--- src/shared/asq_pkg.sv ---
// Purpose: Constants and carrier types for the sleep-state power sequencer
// Assumes: 40 MHz system clock, all inputs synchronous to it
// Notes: Times are kept in their own units; cycle counts derive from them
package asq_pkg;

  // Clock rate in kHz
  localparam int unsigned CLK_KHZ = 40000;

  // Request filter interval in ns, rounded up to cycles
  localparam int unsigned FILT_NS = 2000;
  localparam int unsigned FILT_CYC = (FILT_NS * CLK_KHZ + 999_999) / 1_000_000;

  // Active-to-sleep delay in us
  localparam int unsigned SLP_DLY_US = 200;
  localparam int unsigned SLP_DLY_CYC = (SLP_DLY_US * CLK_KHZ) / 1000;

  // Main-rail qualification wait in ms, nominal figure
  localparam int unsigned QUAL_MS = 25;
  localparam int unsigned QUAL_CYC = QUAL_MS * CLK_KHZ;

  // Power-good delay default in us, stands for the timing capacitor
  localparam int unsigned PG_DLY_US = 1000;
  localparam int unsigned PG_DLY_CYC = PG_DLY_US * (CLK_KHZ / 1000);

  // Counter widths
  localparam int unsigned CNT_W = 20;
  localparam int unsigned FILT_W = 7;

  // Filtered request reset levels (inactive = high)
  localparam logic REQ_RST = 1'b1;

  // Operating states
  typedef enum logic [1:0]
  {
    ST_QUAL = 2'b00,
    ST_ACTIVE = 2'b01,
    ST_SUSPEND = 2'b10,
    ST_SOFTOFF = 2'b11
  } asq_state_t;

  // Monitor inputs from the analog comparators
  typedef struct packed
  {
    logic main_three_uv;
    logic dual_three_uv;
    logic dual_five_uv;
    logic standby_reg_uv;
    logic vid_reg_uv;
    logic temp_fault;
    logic temp_shutdown;
  } asq_mon_t;

  // Rail enable outputs
  typedef struct packed
  {
    logic standby_regulator_out;
    logic vid_regulator_out;
    logic dual_five_standby_switch;
    logic dual_three_standby_drive;
    logic main_rail_gate_drive;
  } asq_rail_t;

endpackage : asq_pkg

--- src/design/asq_sequencer.sv ---
// Purpose: Sleep-state control and supervision of a multi-rail power controller
// Assumes: Requests and monitors are synchronous to sys_clk; nrst is power-on reset
// Notes: Analog regulation and thresholds live outside; only digital decisions here
module asq_sequencer
  import asq_pkg::*;
#(
  parameter bit VARIANT_SOFTOFF_DUAL5 = 1'b0,
  parameter int unsigned QUAL_CYCLES = QUAL_CYC,
  parameter int unsigned PG_CYCLES = PG_DLY_CYC
)
(
  // Clock and power-on reset
  input wire logic sys_clk,
  input wire logic nrst,
  // Chipset sleep requests
  input wire logic suspend_ram_req_n,
  input wire logic soft_off_req_n,
  // Soft-start pin, two-way: input level plus open-drain pull-down
  input wire logic ss_pin_in,
  output logic ss_pin_out,
  output logic ss_pin_oe_n,
  // Analog monitor results
  input wire asq_mon_t mon,
  // Rail controls
  output asq_rail_t rails,
  // Status outputs
  output logic vid_power_good,
  output logic fault,
  output asq_state_t state_out
);

  ////////////////////////////////////////////////////////////////////////////
  // Declarations

  // Filtered request levels
  logic filt_s3_n;
  logic filt_s5_n;
  // Filter counters, one per request
  logic [FILT_W-1:0] filt_cnt [2];
  // Sleep-entry delay timer and its running flag
  logic [CNT_W-1:0] slp_cnt;
  logic slp_run;
  // Qualification wait counter
  logic [CNT_W-1:0] qual_cnt;
  // Power-good delay counter
  logic [CNT_W-1:0] pg_cnt;
  // Present state and its next value
  asq_state_t state;
  asq_state_t next_state;
  // Shutdown request from pin or die temperature
  logic shut;
  // Raw and filtered request vectors
  logic [1:0] raw_req;
  logic [1:0] filt_req;

  assign raw_req = {soft_off_req_n, suspend_ram_req_n};
  assign filt_s3_n = filt_req[0];
  assign filt_s5_n = filt_req[1];
  assign shut = ~ss_pin_in | mon.temp_shutdown;

  ////////////////////////////////////////////////////////////////////////////
  // Request deglitch filters

  // A new level is taken only after it holds for the full interval
  generate
    for (genvar i = 0; i < 2; i++)
    begin : g_filt
      always_ff @(posedge sys_clk or negedge nrst)
      begin
        if (!nrst)
        begin
          filt_req[i] <= REQ_RST;
          filt_cnt[i] <= '0;
        end
        else if (raw_req[i] == filt_req[i])
        begin
          // Level agrees: restart the count
          filt_cnt[i] <= '0;
        end
        else if (filt_cnt[i] == FILT_W'(FILT_CYC - 1))
        begin
          // Held long enough: accept the new level
          filt_req[i] <= raw_req[i];
          filt_cnt[i] <= '0;
        end
        else
        begin
          // Still counting a possible glitch
          filt_cnt[i] <= filt_cnt[i] + 1'b1;
        end
      end
    end
  endgenerate

  ////////////////////////////////////////////////////////////////////////////
  // Sleep-entry delay timer

  // Starts when the filtered suspend request falls in the active state
  always_ff @(posedge sys_clk or negedge nrst)
  begin
    if (!nrst)
    begin
      slp_run <= 1'b0;
      slp_cnt <= '0;
    end
    else if (state != ST_ACTIVE || filt_s3_n)
    begin
      // Not in active or request withdrawn: abandon the delay
      slp_run <= 1'b0;
      slp_cnt <= '0;
    end
    else if (!slp_run)
    begin
      // Request just seen low: arm the timer
      slp_run <= 1'b1;
      slp_cnt <= '0;
    end
    else if (slp_cnt != CNT_W'(SLP_DLY_CYC - 1))
    begin
      // Counting the delay
      slp_cnt <= slp_cnt + 1'b1;
    end
  end

  ////////////////////////////////////////////////////////////////////////////
  // Main-rail qualification wait

  // Counts while in the wait state and the main input is good
  always_ff @(posedge sys_clk or negedge nrst)
  begin
    if (!nrst)
    begin
      qual_cnt <= '0;
    end
    else if (state != ST_QUAL || mon.main_three_uv)
    begin
      // Rail dropped or not waiting: start over
      qual_cnt <= '0;
    end
    else if (qual_cnt != CNT_W'(QUAL_CYCLES - 1))
    begin
      // Accumulating good time
      qual_cnt <= qual_cnt + 1'b1;
    end
  end

  ////////////////////////////////////////////////////////////////////////////
  // State decision

  // Legal moves only: wait or active to a sleep state and back through the wait
  always_comb
  begin
    next_state = state;
    unique case (state)
      ST_QUAL:
      begin
        // A low suspend request leaves the wait at once (soft-off if both low); active only when the main rail has been good long enough
        if (!filt_s3_n && filt_s5_n)
          next_state = ST_SUSPEND;
        else if (!filt_s3_n && !filt_s5_n)
          next_state = ST_SOFTOFF;
        else if (!mon.main_three_uv && qual_cnt == CNT_W'(QUAL_CYCLES - 1))
          next_state = ST_ACTIVE;
      end
      ST_ACTIVE:
      begin
        // Delay done: soft-off if that request is low, else suspend
        if (slp_run && slp_cnt == CNT_W'(SLP_DLY_CYC - 1))
          next_state = filt_s5_n ? ST_SUSPEND : ST_SOFTOFF;
      end
      ST_SUSPEND:
      begin
        // Wake only on both high; soft-off low with suspend high holds
        if (filt_s3_n && filt_s5_n)
          next_state = ST_QUAL;
        // Low-low from suspend would be a direct move: refused
      end
      ST_SOFTOFF:
      begin
        // Wake only on both high; suspend request alone is refused
        if (filt_s3_n && filt_s5_n)
          next_state = ST_QUAL;
      end
    endcase
  end

  // State register; power-up enters the wait, which also sees the requests
  always_ff @(posedge sys_clk or negedge nrst)
  begin
    if (!nrst)
      state <= ST_QUAL;
    else
      state <= next_state;
  end

  ////////////////////////////////////////////////////////////////////////////
  // Rail controls

  // Per-state output choice, all forced off while shut down
  always_ff @(posedge sys_clk or negedge nrst)
  begin
    if (!nrst)
    begin
      rails <= '0;
    end
    else if (shut)
    begin
      // Pin held low or die too hot: every output off
      rails <= '0;
    end
    else
    begin
      rails.standby_regulator_out <= 1'b1;
      rails.vid_regulator_out <= (state == ST_ACTIVE);
      rails.main_rail_gate_drive <= (state == ST_ACTIVE);
      rails.dual_three_standby_drive <= (state != ST_ACTIVE);
      rails.dual_five_standby_switch <= (state == ST_SUSPEND) ||
        (VARIANT_SOFTOFF_DUAL5 && state == ST_SOFTOFF);
    end
  end

  ////////////////////////////////////////////////////////////////////////////
  // VID power-good with delay

  // Counter restarts whenever the VID output is off or undervoltage
  always_ff @(posedge sys_clk or negedge nrst)
  begin
    if (!nrst)
    begin
      pg_cnt <= '0;
      vid_power_good <= 1'b0;
    end
    else if (mon.vid_reg_uv || !rails.vid_regulator_out)
    begin
      // Output below threshold: hold power-good low
      pg_cnt <= '0;
      vid_power_good <= 1'b0;
    end
    else if (pg_cnt != CNT_W'(PG_CYCLES - 1))
    begin
      // Good but delay not yet run out
      pg_cnt <= pg_cnt + 1'b1;
    end
    else
    begin
      vid_power_good <= 1'b1;
    end
  end

  ////////////////////////////////////////////////////////////////////////////
  // Fault and status outputs

  // Fault reports undervoltage on any rail (VID only while its output is on) or overtemperature, masked by pin
  always_ff @(posedge sys_clk or negedge nrst)
  begin
    if (!nrst)
      fault <= 1'b0;
    else if (!ss_pin_in)
      fault <= 1'b0;
    else
      fault <= mon.main_three_uv | mon.dual_three_uv | mon.dual_five_uv |
        mon.standby_reg_uv | (mon.vid_reg_uv & rails.vid_regulator_out) |
        mon.temp_fault | mon.temp_shutdown;
  end

  // Soft-start pin is never pulled by this block; state is visible
  always_ff @(posedge sys_clk or negedge nrst)
  begin
    if (!nrst)
    begin
      ss_pin_out <= 1'b0;
      ss_pin_oe_n <= 1'b1;
      state_out <= ST_QUAL;
    end
    else
    begin
      ss_pin_out <= 1'b0;
      ss_pin_oe_n <= 1'b1;
      state_out <= state;
    end
  end

endmodule : asq_sequencer

--- config.mk ---
export PLATFORM = sky130hd
export DESIGN_NAME = asq_sequencer
export DESIGN_NICKNAME = d
export VERILOG_FILES = /design/src/shared/asq_pkg.sv /design/src/design/asq_sequencer.sv
export SDC_FILE = /design/constraint.sdc
export NUM_CORES = 1
export LEC_CHECK = 0
export BUFFER_PORTS_ARGS = -buffer_cell sky130_fd_sc_hd__buf_2
export CORE_UTILIZATION = 51
export CTS_CLUSTER_DIAMETER = 60
export CTS_CLUSTER_SIZE = 40
export DETAILED_ROUTE_END_ITERATION = 12
export PLACE_DENSITY = 0.66
export SYNTH_ARGS = -nofsm -noshare
export SYNTH_HDL_FRONTEND = slang
export SYNTH_SLANG_ARGS = --single-unit
--- constraint.sdc ---
create_clock -name sys_clk -period 5.15 [get_ports sys_clk]
set_clock_uncertainty 0.1 [all_clocks]
set_input_delay 0.2575 -clock sys_clk [delete_from_list [all_inputs] [get_ports sys_clk]]
set_output_delay 0.2575 -clock sys_clk [all_outputs]
set_load 0.05 [all_outputs]
==> results of run 1 <==
[stage by stage]
stage	total power, mW	hold slack [ps]
2_1_floorplan	0.8756	-138.1
5_1_grt	1.489	38.34
4_1_cts	1.443	43.36
3_5_place_dp	0.9283	180.8
6_report	1.424	53.58
3_3_place_gp	0.9246	177.9
[repair_timing]
item,4_1_cts,5_1_grt
setup endpoints to repair,0,0
setup buffers,0,0
endpoints found under the hold margin,41,0
hold buffers,1,0
[logic make-up (layout without fill, tap and decap cells)]
group                    after synthesis  count (layout)
AND/OR/NAND/NOR                      217             217
XOR/XNOR                              38              38
buffers and inverters                 20              44
AO/OA/AOI/OAI                         65              65
multiplexers                           4               4
adder cells (fa/ha/maj)                5               5
flip-flops                            87              87
other                                  2               2
[metal layers]
metal  vias to the layer above  GRT usage, %  part of all wire (%)
met5                         -             0                     0
li1                       1637             -                     -
met2                        74         32.00                    45
met3                        10         3.641                   3.5
met4                         0         8.462                   1.6
met1                      1591         28.22                    50
[layout by cell type, fill, tap and decap left out, types with 10 or more instances in the layout]
| cell | n |
|---|---|
| xnor2_1 | 19 |
| nor2_1 | 44 |
| xor2_1 | 19 |
| or3_1 | 11 |
| nand4_1 | 19 |
| a21oi_1 | 20 |
| clkbuf_8 | 10 |
| nor4_1 | 13 |
| a31oi_1 | 10 |
| nor3_1 | 11 |
| o21ai_0 | 18 |
| dfrtp_1 | 85 |
| and3_1 | 16 |
| buf_2 | 19 |
| nand3_1 | 26 |
| nand2_1 | 29 |
[power by group]
| part | switching [mW] | total [mW] | internal, mW |
|---|---|---|---|
| logic | 0.115 | 0.163 | 0.0474 |
| registers | 0.0348 | 0.750 | 0.715 |
| clock network | 0.264 | 0.511 | 0.246 |
[worst max-delay path, stage by stage (launching register included)]
cell	delay, ps
dfrtp_1	410
or4b_1	600
or4_1	590
nor3_1	180
nor3_1	70
[state kept, by name (all words and copies together) (netlist names)]
name / count
filt_s5_n: 1
slp_cnt: 20
fault: 1
pg_cnt: 20
state_out: 2
rails: 4
slp_run: 1
state: 2
qual_cnt: 20
filt_cnt: 14
filt_s3_n: 1
vid_power_good: 1
[worst min-delay path by stage]
stage,start,endpoint,slack [ps],depth (start not counted)
after CTS,soft_off_req_n,filt_s5_n,40,2
after global routing,soft_off_req_n,filt_s5_n,40,2
after detailed placement,nrst,pg_cnt[10],180,1
final,ss_pin_in,fault,50,2
after global placement,nrst,pg_cnt[10],180,1
after floorplan,nrst,fault,-140,0
[cell type report]
cell class | count | area (um2)
clock buffers | 10 | 137.6
flip-flops and latches | 87 | 2180
well taps | 105 | 131.4
clock inverters | 6 | 75.07
multi-input cells | 331 | 2047
repair buffers | 22 | 120.1
fillers | 738 | 3503
inverters | 6 | 22.52
==> results.sh, run 1 <==
export IMPL_syn_area_mm2=0.004322
export IMPL_number_of_global_route_vias_before_repair=3039
export IMPL_fin_area_mm2=0.004713
export IMPL_clock_insertion_delay_worst_skew_ps=360
export IMPL_dpl_cell_count=550
export IMPL_reg2reg_setup_slack_ps=3070
export IMPL_synth_adder_area_share_pct=1.448
export IMPL_syn_nets=455
export IMPL_postSynthAreaPerCell_um2=9.867
export IMPL_post_layout_utilization_of_the_core_pct=57.36
export IMPL_synthesis_instances=438
export IMPL_diodes=0
export IMPL_synth_top_area_share_pct=49.22
export IMPL_routedWlPerCell_um=14.79
export IMPL_cts_made_buffers=9
export IMPL_ys_top_cells_by_area="dfrtp_1 49%, xnor2_1 3.9%, xor2_1 3.9%"
export IMPL_power_density_mw_per_mm2=302.0
export IMPL_max_freq_mhz=480.1
export IMPL_ys_async_sr_fraction_pct=100.0
export IMPL_drt_initial_drc_count=159
export IMPL_startpoint="qual_cnt[15]"
export IMPL_clock_sink_count=87
export IMPL_worstPathRequired_ps=5270
export IMPL_initial_standard_cell_utilization_of_the_core_pct=52.60
export IMPL_worst_slew_pin_slew_ps=730.0
export IMPL_cp_start_kind="flip-flop"
export IMPL_grt_start_max_net_pins=47
export IMPL_synth_lib_cells_used_distinct=47
export IMPL_clk_transition_reported_paths_ps=90
export IMPL_synth_simple_gate_area_share_pct=28.17
export IMPL_drt_pass1_iterations=5
export IMPL_ctsLongestPathBuffers=2
export IMPL_cts_root_buf="clkbuf_8"
export IMPL_antenna_violating_nets_post_route=0
export IMPL_nets=474
export IMPL_max_vdd_ir_drop_uv=171.4
export IMPL_r2r_end="qual_cnt[0]"
export IMPL_route_vias_total=3312
export IMPL_syn2layout_area_growth_pct=9.062
export IMPL_run_status="finished, final reports clean"
export IMPL_synth_seq_cells=87
export IMPL_synth_top_flop_cell="dfrtp_1"
export IMPL_post_cts_resize_count=0
export IMPL_design_die_area_mm2=0.008846
export IMPL_drc=0
export IMPL_share_of_layout_cells_above_drive_strength_1_pct=11.26
export IMPL_setup_violations_final=0
export IMPL_criticalPathCategory="reg2reg"
export IMPL_io_buffers=20
export IMPL_total_number_of_h_tree_levels=3
export IMPL_wl_um=8388
export IMPL_min_period_over_period_pct=40.44
export IMPL_report_final_hold_viol_count=0
export IMPL_synth_top_cell_by_area="dfrtp_1"
export IMPL_rsz0062_at_grt="false"
export IMPL_cp_arrival_ps=2200
export IMPL_tritoncts="built"
export IMPL_post_place_ws_ps=3068
export IMPL_synth_mux_area_fraction_pct=0.9844
export IMPL_slew_headroom_pct=50.96
export IMPL_design_core_area_mm2=0.008217
export IMPL_reg_to_reg_startpoint="qual_cnt[15]"
export IMPL_yosysSeqAreaShare_pct=50.43
export IMPL_critPathMaxFanout=4
export IMPL_leading_cell_type_by_number_of_instances_after_synthesis="dfrtp_1"
export IMPL_synth_top_family_by_area="simple AND/OR/NAND/NOR gates"
export IMPL_io_pin_count=23
export IMPL_slew_viol_final=0
export IMPL_critical_path_endpoint="qual_cnt[0]"
export IMPL_die_height_um=94.06
export IMPL_placement_cell_area_mm2=0.004491
export IMPL_synthesis_yosys_warnings=0
export IMPL_critPathCaptureType="flip-flop"
export IMPL_worst_r2r_cell_count=4
export IMPL_yosys_top_cells_count="85 x dfrtp_1, 44 x nor2_1, 29 x nand2_1"
export IMPL_instances_no_fill=567
export IMPL_finalCriticalPeriod_ps=2083
export IMPL_post_synth_xor_area_fraction_pct=7.701
export IMPL_worst_slack_ps=3067
export IMPL_grt_antenna_before_repair=0
export IMPL_track_usage_pct=20.52
export IMPL_dp_hpwl_um=5745
export IMPL_hp_class="in2reg"
export IMPL_core_rowCount=33
export IMPL_die_x_um=94.06
export IMPL_static_leakage_power_nw=1.944
export IMPL_max_cap_violations=0
export IMPL_finalSetupTns_ps=0
export IMPL_gp_routability_congestion=0.8257
export IMPL_grt_overflow=0
export IMPL_grt_first_pass_wirelength_um=14160
export IMPL_synth_compound_area_share_pct=8.888
export IMPL_route_detailed_vias_per_inst=5.841
export IMPL_synth_enable_flop_cells=0
Power figures use the tool's default switching activity.
==> run 2: changes to the inputs <==
--- a/config.mk
+++ b/config.mk
@@ -10,7 +10,7 @@
 export CTS_CLUSTER_DIAMETER = 60
 export CTS_CLUSTER_SIZE = 40
 export DETAILED_ROUTE_END_ITERATION = 12
-export PLACE_DENSITY = 0.66
+export PLACE_DENSITY = 0.69
 export SYNTH_ARGS = -nofsm -noshare
 export SYNTH_HDL_FRONTEND = slang
 export SYNTH_SLANG_ARGS = --single-unit
==> constraint.sdc (replaced) <==
create_clock -name sys_clk -period 1.76 [get_ports sys_clk]
set_clock_uncertainty 0.1 [all_clocks]
set_input_delay 0.088 -clock sys_clk [delete_from_list [all_inputs] [get_ports sys_clk]]
set_output_delay 0.088 -clock sys_clk [all_outputs]
set_load 0.05 [all_outputs]
==> results.sh, run 2 (synthesis results as in run 1) <==
export IMPL_run_status="complete, but fails checks"
export IMPL_failed_checks="setup timing"
export IMPL_power_density_mw_per_mm2=792.8
export IMPL_grt_start_max_net_pins=34
export IMPL_criticalPathCategory="reg2reg"
export IMPL_dpl_cell_count=619
export IMPL_antenna_violating_nets_post_route=0
export IMPL_diodes=0
export IMPL_total_number_of_h_tree_levels=3
export IMPL_wl_um=9871
export IMPL_route_vias_total=3674
export IMPL_drt_pass1_iterations=4
export IMPL_max_cap_violations=0
export IMPL_grt_overflow=0
export IMPL_placement_cell_area_mm2=0.005054
export IMPL_max_freq_mhz=520.8
export IMPL_design_core_area_mm2=0.008217
export IMPL_slew_viol_final=0
export IMPL_top_registers="pg_cnt (20), qual_cnt (20), slp_cnt (20)"
export IMPL_ctsLongestPathBuffers=2
export IMPL_grt_antenna_before_repair=0
export IMPL_share_of_layout_cells_above_drive_strength_1_pct=31.24
export IMPL_fill_cells=622
export IMPL_seq_area_mm2=0.002182
export IMPL_setup_violations_final=11
export IMPL_min_period_over_period_pct=109.1
export IMPL_fin_area_mm2=0.005567
export IMPL_nets=553
export IMPL_grt_first_pass_wirelength_um=16190
export IMPL_report_final_hold_viol_count=0
export IMPL_gp_routability_congestion=0.8054
export IMPL_static_leakage_power_nw=2.403
export IMPL_hp_class="in2reg"
export IMPL_worstPathRequired_ps=1910
export IMPL_io_buffers=20
export IMPL_cp_start_kind="flip-flop"
export IMPL_worst_slack_ps=-160.0
export IMPL_die_height_um=94.06
export IMPL_critPathCaptureType="flip-flop"
export IMPL_fin_total_pwr_mw=4.413
export IMPL_clock_insertion_delay_worst_skew_ps=370
export IMPL_tritoncts="built"
export IMPL_drc=0
export IMPL_track_usage_pct=23.64
export IMPL_cts_root_buf="clkbuf_8"
export IMPL_max_vdd_ir_drop_uv=509.3
export IMPL_instances_no_fill=646
export IMPL_cts_made_buffers=9
export IMPL_design_die_area_mm2=0.008846
export IMPL_layout_cells_most_common="dfrtp_1"
export IMPL_rsz0062_at_grt="true"
export IMPL_dp_hpwl_um=6907
export IMPL_core_rowCount=33
export IMPL_number_of_global_route_vias_before_repair=3543
export IMPL_final_cell_mix="83 x dfrtp_1, 72 x buf_4, 42 x nor2_1"
export IMPL_die_x_um=94.06
export IMPL_io_pin_count=23
export IMPL_drt_initial_drc_count=121
export IMPL_initial_standard_cell_utilization_of_the_core_pct=52.60
export IMPL_clock_sink_count=87
export IMPL_critPathMaxFanout=3
export IMPL_route_detailed_vias_per_inst=5.687
export IMPL_area_occupied_by_multi_input_gates_mm2=0.002256
export IMPL_finalCriticalPeriod_ps=1920
export IMPL_routedWlPerCell_um=15.28
export IMPL_syn2layout_area_growth_pct=28.81
export IMPL_clk_transition_reported_paths_ps=90
export IMPL_cp_arrival_ps=2070
run 2: timing repair:
item	in CTS	in global routing
endpoints found under the setup margin	15	29
resized for setup	10	36
hold buffers	7	0
endpoints found under the hold margin	99	0
buffers inserted	4	0
pin swaps	11	16
run 2: final cells by class:
type	instances	area share [%]
clock inverters	7	1.843
clock buffers	9	2.225
multi-input cells	331	40.53
inverters	6	0.4046
repair buffers	101	13.44
well taps	105	2.360
flip-flops and latches	87	39.20
run 2: worst max-delay path: stages (launching register included):
cell and delay (ps):
dfrtp_1 390, or4b_4 550, or4_4 570, o21ai_2 130
a21oi_1 70
run 2: path summary, 6_finish.rpt:
check,startpoint,to,slack [ps],cells after the start
max,qual_cnt[15],qual_cnt[1],-160,4
min,mon[6],state[0],30,4
max reg2reg,qual_cnt[15],qual_cnt[1],-160,4
min reg2reg,filt_cnt[0],filt_cnt[0],360,1
max in group asynchronous,nrst,filt_s3_n,870,3
min in group asynchronous,nrst,pg_cnt[2],80,2
run 2: power by group:
| group | leakage (nW) | total (mW) | switching, mW | internal [mW] |
|---|---|---|---|---|
| Combinational | 1.10 | 0.673 | 0.425 | 0.248 |
| Sequential | 1.18 | 2.15 | 0.0526 | 2.09 |
| Clock | 0.117 | 1.59 | 0.771 | 0.822 |
| Total | 2.40 | 4.41 | 1.25 | 3.16 |
run 2: layer usage:
metal | up-vias | wire length, um | global-route usage [%]
met2 | 66 | 4780 | 39.05
li1 | 1793 | - | -
met1 | 1806 | 4639 | 31.55
met5 | - | 0 | 0
met3 | 9 | 327 | 4.369
met4 | 0 | 124 | 7.179
run 2: through the flow:
step	setup WS [ps]	utilization, %	hold WS (ps)	setup TNS (ps)
floorplan	-130.7	-	-307.6	-463.6
global placement	-145.7	61.50	-70.34	-397.8
detailed placement	-143.8	61.50	-66.25	-651.6
CTS	-143.4	65.94	17.34	-675.8
global route	-217.3	67.75	59.83	-1603
finish	-160.0	67.75	31.66	-752.0
